**src/verilog/vtpg_map.svh**
```systemverilog
// Register offsets, field positions, reset values and colour constants
// Assumes inclusion by bare name from the package and the generator files
`ifndef VTPG_MAP_SVH
`define VTPG_MAP_SVH

// ==========================================================
// Register offsets
`define VTPG_CTRL_ADDR 8'h64
`define VTPG_CFG_ADDR 8'h65
`define VTPG_RED_ADDR 8'h70
`define VTPG_GREEN_ADDR 8'h71
`define VTPG_BLUE_ADDR 8'h72
`define VTPG_FRAMES_ADDR 8'h73
`define VTPG_STATUS_ADDR 8'h74

// ==========================================================
// Reset values
`define VTPG_CTRL_RST 8'h10
`define VTPG_CFG_RST 5'h00
`define VTPG_FRAMES_RST 8'h3C

// ==========================================================
// Field positions
`define VTPG_CTRL_EN 0
`define VTPG_CTRL_REV 1
`define VTPG_CTRL_BARS 2
`define VTPG_CTRL_COMPL 3
`define VTPG_CFG_SCROLL 0
`define VTPG_CFG_INV 1
`define VTPG_CFG_SIX 4

// ==========================================================
// Pattern codes and colours
`define VTPG_SCROLL_FIRST 4'h1
`define VTPG_SCROLL_BANDS 4'hF
`define VTPG_POS_BITS 12
`define VTPG_SIX_MASK 24'hFCFCFC
`define VTPG_WHITE 24'hFFFFFF
`define VTPG_BLACK 24'h000000
`define VTPG_RED 24'hFF0000
`define VTPG_GREEN 24'h00FF00
`define VTPG_BLUE 24'h0000FF
`define VTPG_YELLOW 24'hFFFF00
`define VTPG_CYAN 24'h00FFFF
`define VTPG_MAGENTA 24'hFF00FF

`endif

```
**src/verilog/vtpg_pkg.sv**
```systemverilog
// Types shared by the test pattern generator files
// Assumes the map header sits beside it
`default_nettype none
`include "vtpg_map.svh"

package vtpg_pkg;

  // ==========================================================
  // Position counter state
  typedef struct packed {
    logic [`VTPG_POS_BITS-1:0] pos;
    logic [`VTPG_POS_BITS-1:0] span;
  } span_state_s;

  // ==========================================================
  // Generator state
  typedef struct packed {
    logic [7:0] ctrl;
    logic [4:0] cfg;
    logic [7:0] red;
    logic [7:0] green;
    logic [7:0] blue;
    logic [7:0] frames;
    logic [3:0] scroll_idx;
    logic [7:0] frame_cnt;
    logic de_d;
    logic vs_d;
    logic [23:0] rgb_o;
    logic de_o;
    logic vs_o;
    logic [7:0] rdata;
  } gen_state_s;

endpackage

`default_nettype wire

```
**src/verilog/ramp_level.sv**
```systemverilog
// Scales a position within a measured span onto evenly spread levels
// Assumes pos and span come from one clock domain; purely combinational
`timescale 1ns/1ps
`default_nettype none

module ramp_level #(
  parameter int LEVEL_BITS = 8,
  parameter int POS_BITS = 12
) (
  // Position and span
  input wire logic [POS_BITS-1:0] pos_i,
  input wire logic [POS_BITS-1:0] span_i,
  // Level
  output logic [LEVEL_BITS-1:0] level_o
);

  logic [POS_BITS+LEVEL_BITS-1:0] scaled;
  logic [POS_BITS+LEVEL_BITS-1:0] quot;

  // Clamp past the span: the first frame has no measured span yet
  always_comb begin
    scaled = {pos_i, {LEVEL_BITS{1'b0}}};
    quot = '0;
    if (pos_i >= span_i) begin
      quot = {(POS_BITS+LEVEL_BITS){1'b1}};
    end else begin
      quot = scaled / {{LEVEL_BITS{1'b0}}, span_i};
    end
    level_o = quot[LEVEL_BITS-1:0];
  end

endmodule

`default_nettype wire

```
**src/verilog/span_counter.sv**
```systemverilog
// Counts a position and keeps the span reached before the last restart
// Assumes inc and clr are on the same clock; clr is a one-cycle pulse, inc may be held high
`timescale 1ns/1ps
`default_nettype none
`include "vtpg_map.svh"

module span_counter
  import vtpg_pkg::*;
(
  // Clock and reset
  input wire logic clk_i,
  input wire logic rst_n_i,
  // Control
  input wire logic inc_i,
  input wire logic clr_i,
  // Results
  output logic [`VTPG_POS_BITS-1:0] pos_o,
  output logic [`VTPG_POS_BITS-1:0] span_o
);

  span_state_s st_reg;
  span_state_s st_next;

  always_comb begin
    st_next = st_reg;
    if (clr_i) begin
      st_next.span = st_reg.pos;
      st_next.pos = '0;
    end else if (inc_i && st_reg.pos != {`VTPG_POS_BITS{1'b1}}) begin
      st_next.pos = st_reg.pos + 1'b1;
    end
  end

  always_ff @(posedge clk_i or negedge rst_n_i) begin
    if (!rst_n_i) begin
      st_reg <= '0;
    end else begin
      st_reg <= st_next;
    end
  end

  assign pos_o = st_reg.pos;
  assign span_o = st_reg.span;

endmodule

`default_nettype wire

```
**src/verilog/video_test_pattern_generator.sv**
```systemverilog
// Video test pattern generator placed in front of the video output path
// Assumes video timing and pixels arrive on the pixel clock, registers on a plain port
//
// Behaviour
// - Fixed codes 1 to 5 give white, black, red, green, blue, or complements inverted.
// - Codes 6 to 9 give horizontal ramps from black to white or a primary.
// - Codes 10 to 13 give vertical ramps from black to white or a primary.
// - Code 14 gives the programmed custom colour, or its inversion.
// - Ramp steps spread evenly over the active width or height.
// - Auto scrolling makes the generator ignore the fixed selection.
// - The compliance bit selects the compliance pattern over the selection.
// - The colour bar bit gives eight bars white to black in fixed order.
// - The band order bit picks one of two orders of the four-band pattern.
// - The generator runs only while the control enable bit is set.
// - Six-bit mode gives 64 ramp levels and drives only the six top bits.
// - Otherwise patterns are 24-bit with 256 ramp levels.
// - Reset leaves selection code 1 and the control flag bits at zero.
// - Auto scrolling moves to the next pattern after the set frame count.
// - The invert bit complements the colour of every pattern.
//
// Design decision made here: strobed register access.
`timescale 1ns/1ps
`default_nettype none
`include "vtpg_map.svh"

module video_test_pattern_generator
  import vtpg_pkg::*;
(
  // Clock and reset
  input wire logic REF_CLK_I,
  input wire logic RST_N_I,
  // Register port
  input wire logic [7:0] ADDR_I,
  input wire logic [7:0] WDATA_I,
  input wire logic WR_I,
  input wire logic RD_I,
  output logic [7:0] RDATA_O,
  // Received video
  input wire logic [23:0] RGB_I,
  input wire logic DE_I,
  input wire logic VS_I,
  // Video toward the output path
  output logic [23:0] RGB_O,
  output logic DE_O,
  output logic VS_O
);

  // ==========================================================
  // State and derived controls
  gen_state_s st_reg;
  gen_state_s st_next;

  logic enable;
  logic auto_scroll;
  logic invert;
  logic six_bit;
  logic de_fall;
  logic vs_rise;
  logic [3:0] code;
  logic [`VTPG_POS_BITS-1:0] x_pos;
  logic [`VTPG_POS_BITS-1:0] x_span;
  logic [`VTPG_POS_BITS-1:0] y_pos;
  logic [`VTPG_POS_BITS-1:0] y_span;
  logic [7:0] h_level;
  logic [7:0] v_level;
  logic [2:0] bar_idx;
  logic [1:0] band_idx;
  logic [23:0] px;
  logic [23:0] ramp_mask;
  logic [7:0] ramp_lvl;

  assign enable = st_reg.ctrl[`VTPG_CTRL_EN];
  assign auto_scroll = st_reg.cfg[`VTPG_CFG_SCROLL];
  assign invert = st_reg.cfg[`VTPG_CFG_INV];
  assign six_bit = st_reg.cfg[`VTPG_CFG_SIX];
  assign de_fall = st_reg.de_d & ~DE_I;
  assign vs_rise = VS_I & ~st_reg.vs_d;
  // Scrolling index replaces the fixed selection
  assign code = auto_scroll ? st_reg.scroll_idx : st_reg.ctrl[7:4];

  // ==========================================================
  // Position tracking and even scaling
  span_counter u_x_cnt (
    .clk_i(REF_CLK_I),
    .rst_n_i(RST_N_I),
    .inc_i(DE_I),
    .clr_i(de_fall),
    .pos_o(x_pos),
    .span_o(x_span)
  );

  span_counter u_y_cnt (
    .clk_i(REF_CLK_I),
    .rst_n_i(RST_N_I),
    .inc_i(de_fall),
    .clr_i(vs_rise),
    .pos_o(y_pos),
    .span_o(y_span)
  );

  // Steps follow the measured active width and height
  ramp_level #(.LEVEL_BITS(8), .POS_BITS(`VTPG_POS_BITS)) u_h_ramp (
    .pos_i(x_pos),
    .span_i(x_span),
    .level_o(h_level)
  );

  ramp_level #(.LEVEL_BITS(8), .POS_BITS(`VTPG_POS_BITS)) u_v_ramp (
    .pos_i(y_pos),
    .span_i(y_span),
    .level_o(v_level)
  );

  ramp_level #(.LEVEL_BITS(3), .POS_BITS(`VTPG_POS_BITS)) u_bars (
    .pos_i(x_pos),
    .span_i(x_span),
    .level_o(bar_idx)
  );

  ramp_level #(.LEVEL_BITS(2), .POS_BITS(`VTPG_POS_BITS)) u_bands (
    .pos_i(x_pos),
    .span_i(x_span),
    .level_o(band_idx)
  );

  // ==========================================================
  // Pixel selection
  always_comb begin
    px = `VTPG_BLACK;
    ramp_mask = `VTPG_WHITE;
    ramp_lvl = h_level;
    unique case (code)
      4'h6, 4'hA: ramp_mask = `VTPG_WHITE;
      4'h7, 4'hB: ramp_mask = `VTPG_RED;
      4'h8, 4'hC: ramp_mask = `VTPG_GREEN;
      4'h9, 4'hD: ramp_mask = `VTPG_BLUE;
      default: ramp_mask = `VTPG_WHITE;
    endcase
    if (code >= 4'hA) begin
      ramp_lvl = v_level;
    end
    if (st_reg.ctrl[`VTPG_CTRL_COMPL]) begin
      // Alternating pixel checkerboard
      px = (x_pos[0] ^ y_pos[0]) ? `VTPG_WHITE : `VTPG_BLACK;
    end else if (st_reg.ctrl[`VTPG_CTRL_BARS]) begin
      unique case (bar_idx)
        3'h0: px = `VTPG_WHITE;
        3'h1: px = `VTPG_YELLOW;
        3'h2: px = `VTPG_CYAN;
        3'h3: px = `VTPG_GREEN;
        3'h4: px = `VTPG_MAGENTA;
        3'h5: px = `VTPG_RED;
        3'h6: px = `VTPG_BLUE;
        3'h7: px = `VTPG_BLACK;
      endcase
    end else begin
      unique case (code)
        4'h1: px = `VTPG_WHITE;
        4'h2: px = `VTPG_BLACK;
        4'h3: px = `VTPG_RED;
        4'h4: px = `VTPG_GREEN;
        4'h5: px = `VTPG_BLUE;
        4'h6, 4'h7, 4'h8, 4'h9, 4'hA, 4'hB, 4'hC, 4'hD: begin
          px = ramp_mask & {ramp_lvl, ramp_lvl, ramp_lvl};
        end
        4'hE: px = {st_reg.red, st_reg.green, st_reg.blue};
        4'hF: begin
          // Reserved as a fixed code; reached only by scrolling
          if (auto_scroll) begin
            unique case (band_idx)
              2'h0: px = st_reg.ctrl[`VTPG_CTRL_REV] ? `VTPG_BLUE : `VTPG_YELLOW;
              2'h1: px = `VTPG_CYAN;
              2'h2: px = st_reg.ctrl[`VTPG_CTRL_REV] ? `VTPG_YELLOW : `VTPG_BLUE;
              2'h3: px = `VTPG_RED;
            endcase
          end
        end
        4'h0: px = `VTPG_BLACK;
      endcase
    end
    if (invert) begin
      px = ~px;
    end
    // Low two bits of each channel forced low; ramps step in fours
    if (six_bit) begin
      px = px & `VTPG_SIX_MASK;
    end
  end

  // ==========================================================
  // Registers, scrolling and video path
  always_comb begin
    st_next = st_reg;
    st_next.de_d = DE_I;
    st_next.vs_d = VS_I;
    if (WR_I) begin
      unique case (ADDR_I)
        `VTPG_CTRL_ADDR: st_next.ctrl = WDATA_I;
        `VTPG_CFG_ADDR: st_next.cfg = WDATA_I[4:0];
        `VTPG_RED_ADDR: st_next.red = WDATA_I;
        `VTPG_GREEN_ADDR: st_next.green = WDATA_I;
        `VTPG_BLUE_ADDR: st_next.blue = WDATA_I;
        `VTPG_FRAMES_ADDR: st_next.frames = WDATA_I;
        default: st_next.ctrl = st_reg.ctrl;
      endcase
    end
    st_next.rdata = 8'h00;
    if (RD_I) begin
      unique case (ADDR_I)
        `VTPG_CTRL_ADDR: st_next.rdata = st_reg.ctrl;
        `VTPG_CFG_ADDR: st_next.rdata = {3'h0, st_reg.cfg};
        `VTPG_RED_ADDR: st_next.rdata = st_reg.red;
        `VTPG_GREEN_ADDR: st_next.rdata = st_reg.green;
        `VTPG_BLUE_ADDR: st_next.rdata = st_reg.blue;
        `VTPG_FRAMES_ADDR: st_next.rdata = st_reg.frames;
        `VTPG_STATUS_ADDR: st_next.rdata = {enable, auto_scroll, 2'h0, st_reg.scroll_idx};
        default: st_next.rdata = 8'h00;
      endcase
    end
    // A frame count of zero behaves as one
    if (enable && auto_scroll && vs_rise) begin
      if (st_reg.frame_cnt + 8'h01 >= st_reg.frames) begin
        st_next.frame_cnt = 8'h00;
        st_next.scroll_idx = (st_reg.scroll_idx == `VTPG_SCROLL_BANDS) ?
                             `VTPG_SCROLL_FIRST : st_reg.scroll_idx + 4'h1;
      end else begin
        st_next.frame_cnt = st_reg.frame_cnt + 8'h01;
      end
    end
    if (!enable) begin
      st_next.frame_cnt = 8'h00;
    end
    // One cycle of latency in both modes keeps timing aligned
    if (enable) begin
      st_next.rgb_o = px;
    end else begin
      st_next.rgb_o = RGB_I;
    end
    st_next.de_o = DE_I;
    st_next.vs_o = VS_I;
  end

  always_ff @(posedge REF_CLK_I or negedge RST_N_I) begin
    if (!RST_N_I) begin
      st_reg <= '0;
      st_reg.ctrl <= `VTPG_CTRL_RST;
      st_reg.cfg <= `VTPG_CFG_RST;
      st_reg.frames <= `VTPG_FRAMES_RST;
      st_reg.scroll_idx <= `VTPG_SCROLL_FIRST;
    end else begin
      st_reg <= st_next;
    end
  end

  assign RGB_O = st_reg.rgb_o;
  assign DE_O = st_reg.de_o;
  assign VS_O = st_reg.vs_o;
  assign RDATA_O = st_reg.rdata;

  // ==========================================================
  // Checks
  logic fixed_plain;
  assign fixed_plain = enable & ~auto_scroll & ~st_reg.ctrl[3] & ~st_reg.ctrl[2] & ~six_bit;
endmodule

`default_nettype wire

```
**config.mk**
```make
export PLATFORM = sky130hd
export DESIGN_NAME = video_test_pattern_generator
export DESIGN_NICKNAME = d
export VERILOG_FILES = /design/src/verilog/vtpg_pkg.sv /design/src/verilog/ramp_level.sv /design/src/verilog/span_counter.sv /design/src/verilog/video_test_pattern_generator.sv
export VERILOG_INCLUDE_DIRS = /design/src /design/src/verilog
export SDC_FILE = /design/constraint.sdc
export NUM_CORES = 1
export LEC_CHECK = 0
export BUFFER_PORTS_ARGS = -buffer_cell sky130_fd_sc_hd__buf_2
export CELL_PAD_IN_SITES_DETAIL_PLACEMENT = 0
export CELL_PAD_IN_SITES_GLOBAL_PLACEMENT = 2
export CORE_ASPECT_RATIO = 1.25
export CORE_MARGIN = 10
export CORE_UTILIZATION = 40
export DETAILED_ROUTE_END_ITERATION = 8
export GPL_ROUTABILITY_DRIVEN = 0
export PLACE_DENSITY_LB_ADDON = 0.1
export SETUP_SLACK_MARGIN = 0.05
export SYNTH_ARGS = -nofsm -noshare
export SYNTH_HDL_FRONTEND = slang
export SYNTH_HIERARCHICAL = 1
export SYNTH_SLANG_ARGS = --single-unit
```
**constraint.sdc**
```tcl
create_clock -name REF_CLK_I -period 53.4 [get_ports REF_CLK_I]
set_input_delay 5.34 -clock REF_CLK_I [delete_from_list [all_inputs] [get_ports REF_CLK_I]]
set_output_delay 5.34 -clock REF_CLK_I [all_outputs]
set_load 0.005 [all_outputs]
```
# After elaboration in Yosys (flattened, before gate mapping)

Memory sizes are Yosys's and may differ from the RTL's.
Index checks and enable logic that the tools add are counted.

Output and inout port bits: 34
ROM bits: 576
Flip-flop bits (word level): 139
Input port bits: 46
Memories kept: 2

Multiplexer cells: 27
Div/mod/pow operators: 4
Bitwise logic cells: 7
Add/subtract/negate cells: 4
Equality and inequality tests: 29
Reduce and logical (&&, ||, !) cells: 17
Magnitude comparators: 4

Memories:

| name             | depth | width | read ports | clocked after Yosys merged registers in | write ports | line                                | RTL |
|---|---|---|---|---|---|---|---|
| (name not given) | 16    | 24    | 1          | 0                                       | 0           | video_test_pattern_generator.sv:132 | `unique case (code)` |
| (name not given) | 8     | 24    | 1          | 0                                       | 0           | video_test_pattern_generator.sv:146 | `unique case (bar_idx)` |

Operators by type and width:

| kind                                                                  | number |
|---|---|
| 24-bit 2-to-1 mux                                                     | 8 |
| 24-bit one-hot mux with 8 select lines                                | 1 |
| 24-bit one-hot mux with 4 select lines                                | 1 |
| 8-bit by 7-bit equality test with 1-bit output, second input constant | 7 |
| 8-bit 2-to-1 mux                                                      | 7 |
| 8-bit one-hot mux with 7 select lines                                 | 1 |
| 12-bit 2-to-1 mux                                                     | 4 |
| 20-bit by 12-bit divider with 20-bit output                           | 2 |
| 4-bit equality test, second input constant                            | 9 |
| 12-bit by 1-bit adder with 12-bit output, second input constant       | 2 |
| 24-bit AND                                                            | 1 |
| 12-bit >= comparator                                                  | 2 |
| 12-bit inequality test, second input constant                         | 2 |
| 24-bit inverter                                                       | 1 |
| 18-bit 2-to-1 mux                                                     | 1 |
| 4-bit by 3-bit equality test with 1-bit output, second input constant | 4 |
| 15-bit by 12-bit divider with 15-bit output                           | 1 |
| 14-bit by 12-bit divider with 14-bit output                           | 1 |
| 2-bit AND reduction                                                   | 7 |
| 8-bit by 1-bit adder with 8-bit output, second input constant         | 1 |
| 4-bit by 2-bit equality test with 1-bit output, second input constant | 2 |
| 8-bit >= comparator                                                   | 1 |
| 4-bit 2-to-1 mux                                                      | 2 |
| 8-bit OR reduction                                                    | 1 |
| other kinds (16)                                                      | 23 |

# Depth between registers and ports, before layout

Depth in word-level cells: 12
Mapped depth: 203

# Hierarchy

The synthesis kept the hierarchy.

By module, submodules not included:

| module                       | area an instance (um^2) | times used | cells each |
|---|---|---|---|
| ramp_level (u_h_ramp ...)    | 9935.8                  | 2          | 1387 |
| ramp_level (u_bars)          | 6129.6                  | 1          | 838 |
| video_test_pattern_generator | 5602.9                  | 1          | 550 |
| ramp_level (u_bands)         | 5230.0                  | 1          | 713 |
| span_counter                 | 1114.8                  | 2          | 95 |

# Least setup slack after synthesis

Ideal clock, no wire load.

Kind: register to register
From: reg u_x_cnt.st_reg (netlist bit u_x_cnt/span_o[0])
To: reg st_reg (netlist bit RGB_O[0])
Stages on the path, launching flop included: 196
Setup slack: 12526 ps
Buffers on the path: 19
Arrival time: 40753 ps
Cells stage by stage: dfrtp_1 > clkbuf_1 > clkbuf_1 > inv_1 > clkbuf_1 > ha_1 > nor4b_1 > a31oi_1 > a21oi_1 > ha_1 > o21a_1 > or3_1 > a21oi_1 > a41o_1 > ha_1 > a21oi_1 > a2111oi_2 > a21oi_1 > (+160 left out) > o21ai_0 > nand2b_1 > nor2_1 > o2111a_1 > nand3_1 > mux2_2 > ha_1 > a21o_1 > a21o_1 > a21oi_1 > o2111ai_1 > a2111o_1 > a2111oi_2 > o211ai_1 > mux2_2 > a221oi_1 > mux2i_1 > nand2_1

RTL lines:

| element                | line                                | RTL |
|---|---|---|
| from (decl)            | span_counter.sv:21                  | `span_state_s st_reg;` |
| from (signal assigned) | span_counter.sv:38                  | `st_reg <= st_next;` |
| to (signal assigned)   | video_test_pattern_generator.sv:251 | `st_reg <= st_next;` |
| to (decl)              | video_test_pattern_generator.sv:50  | `gen_state_s st_reg;` |

==> flow_summary.json <==
{
  "detailroute.via_count": 38400,
  "fmax_mhz": 20.6,
  "synth_top_family_by_area": "compound AO/OA/AOI/OAI gates",
  "tritoncts_num_sinks": 139,
  "gr-usage-met2": 0.444,
  "synth_seq_area_share": 0.0892,
  "clockRootBuffer": "sky130_fd_sc_hd__clkbuf_16",
  "synthesis.area_um2": 39100,
  "cp_common_cell": "sky130_fd_sc_hd__o21a_1",
  "dominant_cells_by_area_after_synthesis": "sky130_fd_sc_hd__ha_1, sky130_fd_sc_hd__dfrtp_1, sky130_fd_sc_hd__mux2_2",
  "tightest_slew_ns": 1.15,
  "grt_pass1_vias": 37900,
  "post_synthesis_compound_gate_area_fraction": 0.295,
  "groute.usage.overall": 0.242,
  "critical_path_required_ns": 53.76,
  "detailed_router_iteration_count_before_antenna_repair": 5,
  "synth_xor_xnor_area_share": 0.0722,
  "fin_setup_tns_ns": 0,
  "post_cts_buffers": 0,
  "hpwlAfterDp_um": 108000,
  "final_max_slew_viol_count": 0,
  "cp_slowest_stage_delay_ns": 0.89,
  "synth_fa_ha_area_frac": 0.197,
  "syn_inst": 5065,
  "route.detailed.vias_per_inst": 6.02,
  "finalCritPeriodShare": 0.908,
  "cp.depth": 178,
  "count_of_routing_violations_after_the_opening_detailed_route_iteration": 2196,
  "fp.dieW_um": 300,
  "remaining_max_slew_budget_at_the_tightest_pin": 0.233,
  "place.port_buffers": 79,
  "cts_htree_levels": 4,
  "synth_net_count": 5725,
  "synth_ff_type": "sky130_fd_sc_hd__dfrtp_1",
  "worstHoldPathCells": 2,
  "core.rowCount": 128,
  "antenna_found_initial": 3,
  "netlist-cell-type-count": 122,
  "end_kind": "register",
  "busiest_layer": "met2",
  "cts_tree": "done",
  "hold_buffers": 0,
  "placeableCoreArea_um2": 97200,
  "critical_path.slowest_cell": "sky130_fd_sc_hd__o221ai_1",
  "use_met1": 0.296,
  "critical_path_buf_inv_count": 7,
  "synth_top_area_frac": 0.195,
  "largest_reg_flops": 53,
  "grt_util_met3": 0.0193,
  "min-delay-path-class": "reg2reg",
  "area_overhead_vs_synth_pct": 6.01,
  "critical-path-top-delay-family": "compound AO/OA/AOI/OAI gates",
  "worst_ep_arrival_time_ns": 48.86,
  "critPathMaxFanout": 21,
  "post_route_cells_drive_above_1_share": 0.117,
  "cap_viol_max_count": 0,
  "num_io_pins": 80,
  "post_synth_and_or_nand_nor_area_fraction": 0.210,
  "initial_core_util": 0.402,
  "worst_setup_path_type": "reg2reg",
  "timing.reg2reg.worst_path_depth": 178,
  "post_dr_wirelength_cell_um": 21.6,
  "post_cts_resized": 0,
  "final-hold-violation-count": 0,
  "finalClockSkew_ns": 0.0142,
  "grt_first_pass_wirelength_um": 216000,
  "cts-buffers-inserted": 17,
  "synth_enable_flop_cells": 0,
  "maximum_number_of_pins_on_one_net_before_global_route_repair": 76,
  "dieArea_um2": 111000,
  "syn_avg_cell_area_um2": 7.71,
  "buffer_levels_on_the_longest_clock_path": 2,
  "final_nets": 5726,
  "run_status": "complete, no violations",
  "async_flop_share": 1.00,
  "globalRoute.totalOverflow": 0,
  "ant_nets": 0,
  "insertedDiodeCount": 0,
  "drc": 0,
  "yosys.area.top_type": "sky130_fd_sc_hd__ha_1",
  "drt-total-wl_um": 138000,
  "minimum_clock_period_ns": 48.50,
  "clk_slew_on_worst_s_h_paths_ns": 0.07,
  "clk_latency_ns": 0.48,
  "rsz0062_at_grt": "false",
  "synth_seq_cells": 139,
  "yosysWarningCount": 6,
  "synthMuxAreaShare": 0.0938,
  "setup_viol_count_final": 0,
  "setup.worst_path.start_class": "register",
  "chipHeight_um": 369
}
routing by layer:
layer | part of all wire | routed length [um]
met2 | 0.50 | 69400
met4 | 0.028 | 3900
met5 | 0 | 0
met3 | 0.027 | 3790
met1 | 0.44 | 61000
cell type report:
cell class / count / area (um^2)
multi-input combinational: 4537 / 33900
clock inverter: 15 / 149
inverter: 212 / 796
sequential: 139 / 3490
fill: 10200 / 55800
clock buffer: 17 / 425
timing repair buffer: 159 / 1000
tap: 1300 / 1630
synth_stat cells, types with 55 or more instances:
cell type and number:
sky130_fd_sc_hd__nand2b_1 89, sky130_fd_sc_hd__or3_1 66, sky130_fd_sc_hd__a21oi_1 353, sky130_fd_sc_hd__nor2_1 409
sky130_fd_sc_hd__nor2b_1 76, sky130_fd_sc_hd__nand3_1 106, sky130_fd_sc_hd__o211ai_1 55, sky130_fd_sc_hd__o31ai_1 75
sky130_fd_sc_hd__mux2_2 207, sky130_fd_sc_hd__xnor2_1 216, sky130_fd_sc_hd__mux2i_1 87, sky130_fd_sc_hd__dfrtp_1 133
sky130_fd_sc_hd__clkbuf_1 103, sky130_fd_sc_hd__xor2_1 106, sky130_fd_sc_hd__ha_1 610, sky130_fd_sc_hd__a21o_1 196
sky130_fd_sc_hd__o21ai_0 290, sky130_fd_sc_hd__o21a_1 183, sky130_fd_sc_hd__nand2_1 332, sky130_fd_sc_hd__nor3_1 192
sky130_fd_sc_hd__nand4_1 65, sky130_fd_sc_hd__a31oi_1 75, sky130_fd_sc_hd__inv_1 209, sky130_fd_sc_hd__a211oi_1 60
through the flow:
step	utilization	area, um^2	worst slack (ns)	instances	hold slack (ns)
final	0.426	41400	4.90	6379	0.497
after global routing	0.426	41400	0.970	6379	0.524
after CTS	0.426	41400	4.99	6379	0.501
after detailed placement	0.420	40800	5.23	6347	0.487
after global placement	0.420	40800	5.18	6347	0.469
after floorplan	-	39100	12.53	5065	0.459
logic make-up (layout without fill, tap and decap cells):
logic type               Yosys count  count (layout)
flip-flops                       139             139
XOR/XNOR                         322             322
multiplexers                     325             325
adder cells (fa/ha/maj)          614             614
AO/OA/AOI/OAI                   1670            1670
AND/OR/NAND/NOR                 1606            1606
buffers and inverters            389             403
worst min-delay path, delay by kind of cell (launching register included):
family	cells	cell delay (ns)
simple gates	2	0.10
flops	1	0.36
path summary, 6_finish.rpt:
kind,start,to,slack [ns]
worst min-delay path,st_reg[43]$_DFFE_PN0P_,st_reg[43]$_DFFE_PN0P_,0.50
worst max register to register,u_x_cnt/span_o[9]$_DFFE_PN0P_,RGB_O[0]$_DFF_PN0_,4.90
min in group asynchronous,RST_N_I,VS_O$_DFF_PN0_,4.89
worst min register to register,st_reg[43]$_DFFE_PN0P_,st_reg[43]$_DFFE_PN0P_,0.50
worst max-delay path,u_x_cnt/span_o[9]$_DFFE_PN0P_,RGB_O[0]$_DFF_PN0_,4.90
max in group asynchronous,RST_N_I,u_y_cnt/pos_o[0]$_DFFE_PN0P_,47.10
cells in the final DEF, fill, tap and decap left out, drive strengths merged, types with 19 or more instances in the layout:
master   instances
a2111oi         19
a211oi          65
a21boi          31
a21o           198
a21oi          360
a221oi          40
a31o            25
a31oi           75
and2            46
and3            41
buf            159
dfrtp          133
ha             610
inv            219
mux2           236
mux2i           89
nand2          333
nand2b          89
nand3          106
nand4           69
nor2           409
nor2b           76
nor3           197
nor4            41
o211ai          55
o21a           183
o21ai          307
o21bai          26
o22ai           23
o31ai           77
or2             51
or3             66
xnor2          216
xor2           106
Power is not shown: default switching activity piles up to over one toggle a cycle in this logic, so the estimate is an artifact.
